$ cat src/core/sfpr_pkg.sv
/*
  Constants for the fraction and phase configuration register bank.
  Assumes 32-bit words arrive already assembled from the serial port.
*/
package sfpr_pkg;
  // ----------------------------------------------------------------
  // Select codes and field positions
  // ----------------------------------------------------------------
  localparam logic [3:0] SFPR_SEL_R0 = 4'h0;
  localparam logic [3:0] SFPR_SEL_R1 = 4'h1;
  localparam logic [3:0] SFPR_SEL_R2 = 4'h2;
  localparam logic [3:0] SFPR_SEL_R3 = 4'h3;
  localparam int SFPR_SEL_LSB    = 0;
  localparam int SFPR_INT_LSB    = 4;
  localparam int SFPR_INT_W      = 16;
  localparam int SFPR_PRESC_BIT  = 20;
  localparam int SFPR_ACAL_BIT   = 21;
  localparam int SFPR_MAIN_FRACTION_NUMERATOR_LSB  = 4;
  localparam int SFPR_MAIN_FRACTION_NUMERATOR_W    = 24;
  localparam int SFPR_AUX_FRACTION_MODULUS_LSB   = 4;
  localparam int SFPR_AUX_FRACTION_NUMERATOR_LSB  = 18;
  localparam int SFPR_AUX_W      = 14;
  localparam int SFPR_PHASE_LSB  = 4;
  localparam int SFPR_PHASE_W    = 24;
  localparam int SFPR_PADJ_BIT   = 28;
  localparam int SFPR_RSYNC_BIT  = 29;
  localparam int SFPR_SDRST_BIT  = 30;
  // ----------------------------------------------------------------
  // Integer divide limits per prescaler
  // ----------------------------------------------------------------
  localparam logic [15:0] SFPR_INT_MIN_P45 = 16'h0017;
  localparam logic [15:0] SFPR_INT_MAX_P45 = 16'h7FFF;
  localparam logic [15:0] SFPR_INT_MIN_P89 = 16'h004B;
  localparam logic [15:0] SFPR_INT_MAX_P89 = 16'hFFFF;
  // ----------------------------------------------------------------
  // Reset values
  // ----------------------------------------------------------------
  localparam logic [31:0] SFPR_RST_WORD = 32'h0000_0000;
endpackage

$ cat src/core/sfpr_regs.sv
/*
  Register bank for integer divide, main and auxiliary fractions and
  phase control of a fractional-N synthesizer.
  Assumes WORD_VALID is a one-cycle strobe on CLOCK with a complete word.
*/
`timescale 1ns/1ps
// Rules for this block and its host
// Integer field is 16 bits; 23..32767 accepted with four/five prescaler.
// Host keeps integer 75..65535 with eight/nine prescaler.
// Select code in bits 3:0; code 0001 stores register 1.
// Host writes zeros into register 1 bits 31:28.
// Register 1 bits 27:4 hold the 24-bit main fraction numerator.
// Host keeps main fraction below the main modulus.
// Buffered fields go active only on the next register 0 write.
// Code 0010 stores register 2.
// Register 2 bits 31:18 hold the auxiliary fraction numerator.
// Host keeps auxiliary numerator below auxiliary modulus.
// Register 2 bits 17:4 hold the 14-bit auxiliary modulus.
// Code 0011 stores register 3, phase control.
// Host writes zero into register 3 bit 31.
// Register 0 write resets modulator unless register 3 bit 30 set.
// Resync operates only while register 3 bit 29 is one.
// Resync takes effect only when auxiliary numerator is zero.
// Host keeps modulator reset enabled when using resync.
// Phase adjust bit 28 set makes each register 0 write shift phase.
// Host clears auto-calibration and sets reset-disable for phase adjust.
// Host never enables resync and phase adjust together.
// Each later register 0 write advances phase accumulator by phase value.
// Host selects divided feedback for phase-critical low-band use.
// Code 0000 stores register 0 and triggers buffered transfer.
// Register 0 bit 20 selects four/five or eight/nine prescaler.
// Register 0 bit 21 launches band calibration on register 0 write.
// Registers 1 to 3 keep contents until rewritten.
module sfpr_regs (
  input  wire logic        CLOCK,
  input  wire logic        RST,
  input  wire logic        WORD_VALID,
  input  wire logic [31:0] WORD_DATA,
  output logic      [15:0] INT_VALUE,
  output logic             PRESCALER_89,
  output logic             INT_IN_RANGE,
  output logic      [23:0] MAIN_FRACTION_NUMERATOR,
  output logic      [13:0] AUX_FRACTION_NUMERATOR,
  output logic      [13:0] AUX_FRACTION_MODULUS,
  output logic      [23:0] PHASE_VALUE,
  output logic      [23:0] PHASE_ACCUM,
  output logic             MODULATOR_RESET,
  output logic             BAND_CALIBRATION,
  output logic             PHASE_RESYNC_ARM,
  output logic             MODULATOR_RESET_DISABLE,
  output logic             PHASE_RESYNC_ENABLE,
  output logic             PHASE_ADJUST_ENABLE
);
  import sfpr_pkg::*;

  // ----------------------------------------------------------------
  // Word decode
  // ----------------------------------------------------------------
  logic [3:0]  sel;
  logic        wr0;
  logic        wr1;
  logic        wr2;
  logic        wr3;
  assign sel = WORD_DATA[SFPR_SEL_LSB +: 4];
  assign wr0 = WORD_VALID && (sel == SFPR_SEL_R0);
  assign wr1 = WORD_VALID && (sel == SFPR_SEL_R1);
  assign wr2 = WORD_VALID && (sel == SFPR_SEL_R2);
  assign wr3 = WORD_VALID && (sel == SFPR_SEL_R3);

  // ----------------------------------------------------------------
  // Shadow stage
  // ----------------------------------------------------------------
  // Shadow words hold what the host wrote; the active outputs only move
  // on a register 0 write (except the register 3 phase control levels), so a multi-word retune lands at one edge.
  // Codes four to fifteen hit no entry and are dropped without a trace.
  logic [3:1]  wr_hit;
  logic [31:0] shadow_r   [1:3];
  logic [31:0] shadow_nxt [1:3];

  assign wr_hit = {wr3, wr2, wr1};

  for (genvar g = 1; g <= 3; g++) begin : g_shadow
    always_comb begin
      shadow_nxt[g] = wr_hit[g] ? WORD_DATA : shadow_r[g];
    end

    always_ff @(posedge CLOCK or posedge RST) begin
      if (RST) begin
        shadow_r[g] <= SFPR_RST_WORD;
      end else begin
        shadow_r[g] <= shadow_nxt[g];
      end
    end
  end

  // ----------------------------------------------------------------
  // Shadow field taps
  // ----------------------------------------------------------------
  logic [23:0] sh_main_fraction_numerator;
  logic [13:0] sh_aux_fraction_numerator;
  logic [13:0] sh_aux_fraction_modulus;
  logic [23:0] sh_phase;
  logic        sh_padj;
  logic        sh_rsync;
  logic        sh_sdrst;

  assign sh_main_fraction_numerator = shadow_r[1][SFPR_MAIN_FRACTION_NUMERATOR_LSB +: SFPR_MAIN_FRACTION_NUMERATOR_W];
  assign sh_aux_fraction_numerator = shadow_r[2][SFPR_AUX_FRACTION_NUMERATOR_LSB +: SFPR_AUX_W];
  assign sh_aux_fraction_modulus  = shadow_r[2][SFPR_AUX_FRACTION_MODULUS_LSB +: SFPR_AUX_W];
  assign sh_phase = shadow_r[3][SFPR_PHASE_LSB +: SFPR_PHASE_W];
  assign sh_padj  = shadow_r[3][SFPR_PADJ_BIT];
  assign sh_rsync = shadow_r[3][SFPR_RSYNC_BIT];
  assign sh_sdrst = shadow_r[3][SFPR_SDRST_BIT];

  // ----------------------------------------------------------------
  // Active datapath values
  // ----------------------------------------------------------------
  logic [15:0] int_new;
  logic        p89_new;
  logic [15:0] int_nxt;
  logic        p89_nxt;
  logic        rng_nxt;
  logic [23:0] main_fraction_numerator_nxt;
  logic [13:0] aux_fraction_numerator_nxt;
  logic [13:0] aux_fraction_modulus_nxt;
  logic [23:0] phv_nxt;
  logic [23:0] acc_nxt;

  assign int_new = WORD_DATA[SFPR_INT_LSB +: SFPR_INT_W];
  assign p89_new = WORD_DATA[SFPR_PRESC_BIT];

  always_comb begin
    int_nxt   = INT_VALUE;
    p89_nxt   = PRESCALER_89;
    rng_nxt   = INT_IN_RANGE;
    main_fraction_numerator_nxt = MAIN_FRACTION_NUMERATOR;
    aux_fraction_numerator_nxt = AUX_FRACTION_NUMERATOR;
    aux_fraction_modulus_nxt  = AUX_FRACTION_MODULUS;
    phv_nxt   = PHASE_VALUE;
    acc_nxt   = PHASE_ACCUM;
    if (wr0) begin
      int_nxt   = int_new;
      p89_nxt   = p89_new;
      // The flag only reports an illegal value; the block still loads it,
      // so the host must watch the flag rather than count on a refusal.
      rng_nxt   = p89_new ? (int_new >= SFPR_INT_MIN_P89)
                          : (int_new >= SFPR_INT_MIN_P45 &&
                             int_new <= SFPR_INT_MAX_P45);
      main_fraction_numerator_nxt = sh_main_fraction_numerator;
      aux_fraction_numerator_nxt = sh_aux_fraction_numerator;
      aux_fraction_modulus_nxt  = sh_aux_fraction_modulus;
      phv_nxt   = sh_phase;
      if (sh_padj) begin
        // Wraps modulo one full turn, so the carry is dropped on purpose.
        acc_nxt = 24'(PHASE_ACCUM + sh_phase);
      end
    end
  end

  always_ff @(posedge CLOCK or posedge RST) begin
    if (RST) begin
      INT_VALUE               <= SFPR_RST_WORD[15:0];
      PRESCALER_89            <= SFPR_RST_WORD[0];
      INT_IN_RANGE            <= SFPR_RST_WORD[0];
      MAIN_FRACTION_NUMERATOR <= SFPR_RST_WORD[23:0];
      AUX_FRACTION_NUMERATOR  <= SFPR_RST_WORD[13:0];
      AUX_FRACTION_MODULUS    <= SFPR_RST_WORD[13:0];
      PHASE_VALUE             <= SFPR_RST_WORD[23:0];
      PHASE_ACCUM             <= SFPR_RST_WORD[23:0];
    end else begin
      INT_VALUE               <= int_nxt;
      PRESCALER_89            <= p89_nxt;
      INT_IN_RANGE            <= rng_nxt;
      MAIN_FRACTION_NUMERATOR <= main_fraction_numerator_nxt;
      AUX_FRACTION_NUMERATOR  <= aux_fraction_numerator_nxt;
      AUX_FRACTION_MODULUS    <= aux_fraction_modulus_nxt;
      PHASE_VALUE             <= phv_nxt;
      PHASE_ACCUM             <= acc_nxt;
    end
  end

  // ----------------------------------------------------------------
  // Register 0 pulses
  // ----------------------------------------------------------------
  // Each pulse stands for exactly one cycle after the register 0 write;
  // the analog side must latch it, since nothing here repeats it.
  logic mrst_nxt;
  logic acal_nxt;
  logic arm_nxt;

  always_comb begin
    mrst_nxt = 1'b0;
    acal_nxt = 1'b0;
    arm_nxt  = 1'b0;
    if (wr0) begin
      mrst_nxt = !sh_sdrst;
      acal_nxt = WORD_DATA[SFPR_ACAL_BIT];
      arm_nxt  = sh_rsync && (sh_aux_fraction_numerator == 14'h0000);
    end
  end

  always_ff @(posedge CLOCK or posedge RST) begin
    if (RST) begin
      MODULATOR_RESET  <= SFPR_RST_WORD[0];
      BAND_CALIBRATION <= SFPR_RST_WORD[0];
      PHASE_RESYNC_ARM <= SFPR_RST_WORD[0];
    end else begin
      MODULATOR_RESET  <= mrst_nxt;
      BAND_CALIBRATION <= acal_nxt;
      PHASE_RESYNC_ARM <= arm_nxt;
    end
  end

  // ----------------------------------------------------------------
  // Phase control levels
  // ----------------------------------------------------------------
  // These follow a register 3 write directly, not the register 0 apply.
  logic dis_nxt;
  logic rsync_nxt;
  logic padj_nxt;

  always_comb begin
    dis_nxt   = shadow_nxt[3][SFPR_SDRST_BIT];
    rsync_nxt = shadow_nxt[3][SFPR_RSYNC_BIT];
    padj_nxt  = shadow_nxt[3][SFPR_PADJ_BIT];
  end

  always_ff @(posedge CLOCK or posedge RST) begin
    if (RST) begin
      MODULATOR_RESET_DISABLE <= SFPR_RST_WORD[0];
      PHASE_RESYNC_ENABLE     <= SFPR_RST_WORD[0];
      PHASE_ADJUST_ENABLE     <= SFPR_RST_WORD[0];
    end else begin
      MODULATOR_RESET_DISABLE <= dis_nxt;
      PHASE_RESYNC_ENABLE     <= rsync_nxt;
      PHASE_ADJUST_ENABLE     <= padj_nxt;
    end
  end
endmodule

$ cat config.mk
export PLATFORM = sky130hd
export DESIGN_NAME = sfpr_regs
export DESIGN_NICKNAME = d
export VERILOG_FILES = /design/src/core/sfpr_pkg.sv /design/src/core/sfpr_regs.sv
export SDC_FILE = /design/constraint.sdc
export NUM_CORES = 1
export LEC_CHECK = 0
export BUFFER_PORTS_ARGS = -buffer_cell sky130_fd_sc_hd__clkbuf_2
export CORE_MARGIN = 2
export CORE_UTILIZATION = 50
export CTS_CLUSTER_SIZE = 8
export DETAILED_ROUTE_END_ITERATION = 10
export HOLD_SLACK_MARGIN = 0.06
export PLACE_DENSITY = 0.82
export SETUP_SLACK_MARGIN = 0.02
export SYNTH_ARGS = -nofsm -noshare
export SYNTH_HDL_FRONTEND = slang
export SYNTH_SLANG_ARGS = --single-unit
$ cat constraint.sdc
create_clock -name CLOCK -period 5.46 [get_ports CLOCK]
set_input_delay 0.546 -clock CLOCK [delete_from_list [all_inputs] [get_ports CLOCK]]
set_output_delay 0.546 -clock CLOCK [all_outputs]
set_load 0.05 [all_outputs]
==> qor.yml <==
status:
  status: "complete, no violations"
timing:
  max_slew.worst_pin.slew_ns: 1.155
  drv_slew: 0
  max_freq_mhz: 402.5
  finalWorstSetupSlack_ns: 2.976
  relSlewSlack_pct: 23.02
  setup-tns-final_ns: 0
  fin_worst_skew_ns: 0.009871
  grt_setup_unrepaired: "false"
  fin_hold_ws_ns: 0.3147
  layout_min_cycle_time_ns: 2.484
  fin_crit_sh_pct: 45.50
  finalSetupViolCount: 0
  finalHoldViolCount: 0
layout:
  fin_nets: 861
  multi_input_area_mm2: 0.003667
  seqCellArea_mm2: 0.005005
  final_util_pct: 60.28
  final_cell_mix: "dfrtp_1 (200), mux2_2 (164), clkbuf_2 (158)"
  drive_gt1_share_pct: 46.38
  fill_cells: 1363
  area_delta_synth_final_pct: 17.87
  num_antenna_cells: 0
  final_common_cell: "dfrtp_1"
synth:
  yosysSeqAreaShare_pct: 56.78
  async_reset_ff_share_pct: 100.0
  ys_types: 60
  syn_avg_cell_area_um2: 13.58
  synth-edff-count: 0
  synth_area_mm2: 0.008815
  yosys_warnings: 0
  synth-seq-cells: 200
  ys.flop_type: "dfrtp_1"
  synth_top_area_cell: "dfrtp_1"
  synthCells: 649
  synthTopCellsByArea: "dfrtp_1 (57%), mux2_2 (21%), ha_1 (3.3%), nand2_1 (1.6%), a21oi_1 (1.3%)"
  yosysTopAreaCellShare_pct: 56.78
  syn_nets: 708
setup_path:
  cp-start-kind: "flop"
  reg2regPathDepth: 8
  worst_setup_path_end_kind: "flop"
  worstPathArrival_ns: 2.83
  required_ns: 5.81
  crit_type: "flop to flop"
  worstPathMaxFanout: 6
cts:
  cts_resized: 0
  worstSkewPairLatency_ns: 0.44
  clockBufferDepth: 2
  path_clk_slew_ns: 0.07
  cts_buffers: 17
  cts_setup_buffers: 0
  cts-htree-levels: 4
  clkSinkCount: 200
  cts_root_buffer: "clkbuf_16"
  tritoncts: "yes"
  ctsHoldBuffers: 0
worst_hold_path:
  hold_class: "input pin to asynchronous set/reset pin"
routing:
  firstDrtPassIters: 4
  drt_iter0_drc: 323
  vias_per_cell: 5.511
  drtAntennaViolNets: 0
  wirelength_um: 19620
  drc: 0
  route.vias.total: 5731
  post_drt_wl_per_cell_um: 18.86
flow_run:
  drv_cap: 0
global_routing:
  grt.overflow.total: 0
  grt_pass1_vias: 5567
  grt_pass1_wl_um: 30910
  grt_use_total_pct: 21.86
  antenna_found_initial: 0
  grt_max_degree: 201
die:
  core_area_mm2: 0.01724
  dieArea_mm2: 0.01871
  start_util_pct: 51.14
  die_h_um: 136.8
  ios: 159
  die_x_um: 136.8
  core.rowCount: 48
place:
  hpwl_um: 14050
  place.gp.congestion: 0.8870
  pre_cts_ws_ns: 2.544
  io_buffer_count: 158
pwr:
  power.total_uw: 5255
  leakagePower_uw: 0.005081
  power.density_mw_per_mm2: 505.8
  peakVddDrop_uv: 257.8
-- logic make-up (layout without fill, tap and decap cells) --
| kind of cell | Yosys count | in the layout | share of synthesized area (%) |
|---|---|---|---|
| xor gates and xnor gates | 13 | 13 | 1.292 |
| AOI/OAI and AO/OA | 102 | 102 | 8.488 |
| adders and majority gates | 24 | 24 | 3.492 |
| buffers and inverters | 35 | 201 | 1.788 |
| muxes | 174 | 174 | 22.21 |
| DFF | 200 | 200 | 56.78 |
| and+or+nand+nor | 101 | 101 | 5.948 |
-- area by class of cell --
cell class / instances / area share (%)
multi-input cells: 414 / 35.30
well taps: 225 / 2.710
clock buffers: 18 / 4.227
inverters: 5 / 0.2168
clock inverters: 14 / 1.216
repair buffers: 164 / 8.165
flip-flops and latches: 200 / 48.17
-- critical path, stage by stage, from the launching register on --
cell and delay, ns:
dfrtp_1 0.44, ha_1 0.27, fa_1 0.42, a21oi_1 0.20, o2bb2ai_1 0.14, o21ai_2 0.30, a311oi_1 0.20, o21a_1 0.22
o31ai_2 0.20
-- cells in the mapped netlist, types with 2 or more instances --
library cell  count
o21bai_1          3
mux2_2          164
dfrtp_1         200
ha_1             23
nand2_1          38
nor3_1            9
and2_1            3
o2bb2ai_1         2
o21a_1            8
nand3_1           7
or3_1             3
inv_1             5
xor2_1            7
buf_2            12
o21ai_0          16
nand4_1           9
a21o_1            8
mux2_1            9
clkbuf_1         15
a31oi_2           2
and4_1            3
o22ai_1           2
or4_1             3
a21oi_1          23
o21ai_1           9
a211o_1           3
a31oi_1           2
a311oi_1          2
o211ai_1          2
nor2_1           10
nor4_1            4
o31ai_1           4
o31ai_2           2
nor2b_1           5
xnor2_1           6
nor2_2            2
-- routing by layer --
metal / track usage [%] / part of all wire, % / vias to the layer above
li1: - / - / 2690
met4: 6.415 / 0.93 / 0
met5: 0 / 0 / -
met3: 5.000 / 5.5 / 18
met1: 29.89 / 44 / 2897
met2: 35.14 / 50 / 126
-- state kept, by name (all words and copies together) (netlist names) --
register / flops
INT_VALUE: 16
MAIN_FRACTION_NUMERATOR: 24
AUX_FRACTION_MODULUS: 14
BAND_CALIBRATION: 1
AUX_FRACTION_NUMERATOR: 14
sh_aux_fraction_numerator: 14
INT_IN_RANGE: 1
PHASE_VALUE: 24
PHASE_ACCUM: 24
MODULATOR_RESET: 1
sh_phase: 24
sh_main_fraction_numerator: 24
PRESCALER_89: 1
sh_rsync: 1
sh_padj: 1
PHASE_RESYNC_ARM: 1
sh_sdrst: 1
sh_aux_fraction_modulus: 14
-- worst paths after layout --
path                            slack [ns]            from                       endpoint
worst max-delay path                  2.98  PHASE_ACCUM[0]                PHASE_ACCUM[20]
worst min-delay path                  0.31             RST    MAIN_FRACTION_NUMERATOR[10]
worst max register to register        2.98  PHASE_ACCUM[0]                PHASE_ACCUM[20]
worst min register to register        0.45        sh_sdrst                MODULATOR_RESET
max in group asynchronous             4.21             RST    MAIN_FRACTION_NUMERATOR[15]
min in group CLOCK                    0.34   WORD_DATA[31]  sh_aux_fraction_numerator[13]
-- per-stage QoR --
| step | std cells | area (um^2) |
|---|---|---|
| 2_1_floorplan | 649 | 8818 |
| 4_1_cts | 1040 | 10390 |
| 5_1_grt | 1040 | 10390 |
| 3_3_place_gp | 1008 | 9824 |
| 6_report | 1040 | 10390 |
| 3_5_place_dp | 1008 | 9824 |
-- power breakdown --
group | internal [uW] | switching, uW | total, uW
clock network | 617 | 594 | 1210
logic | 583 | 1360 | 1950
registers | 1840 | 255 | 2100
No activity file was read; power rests on OpenSTA's default activity.
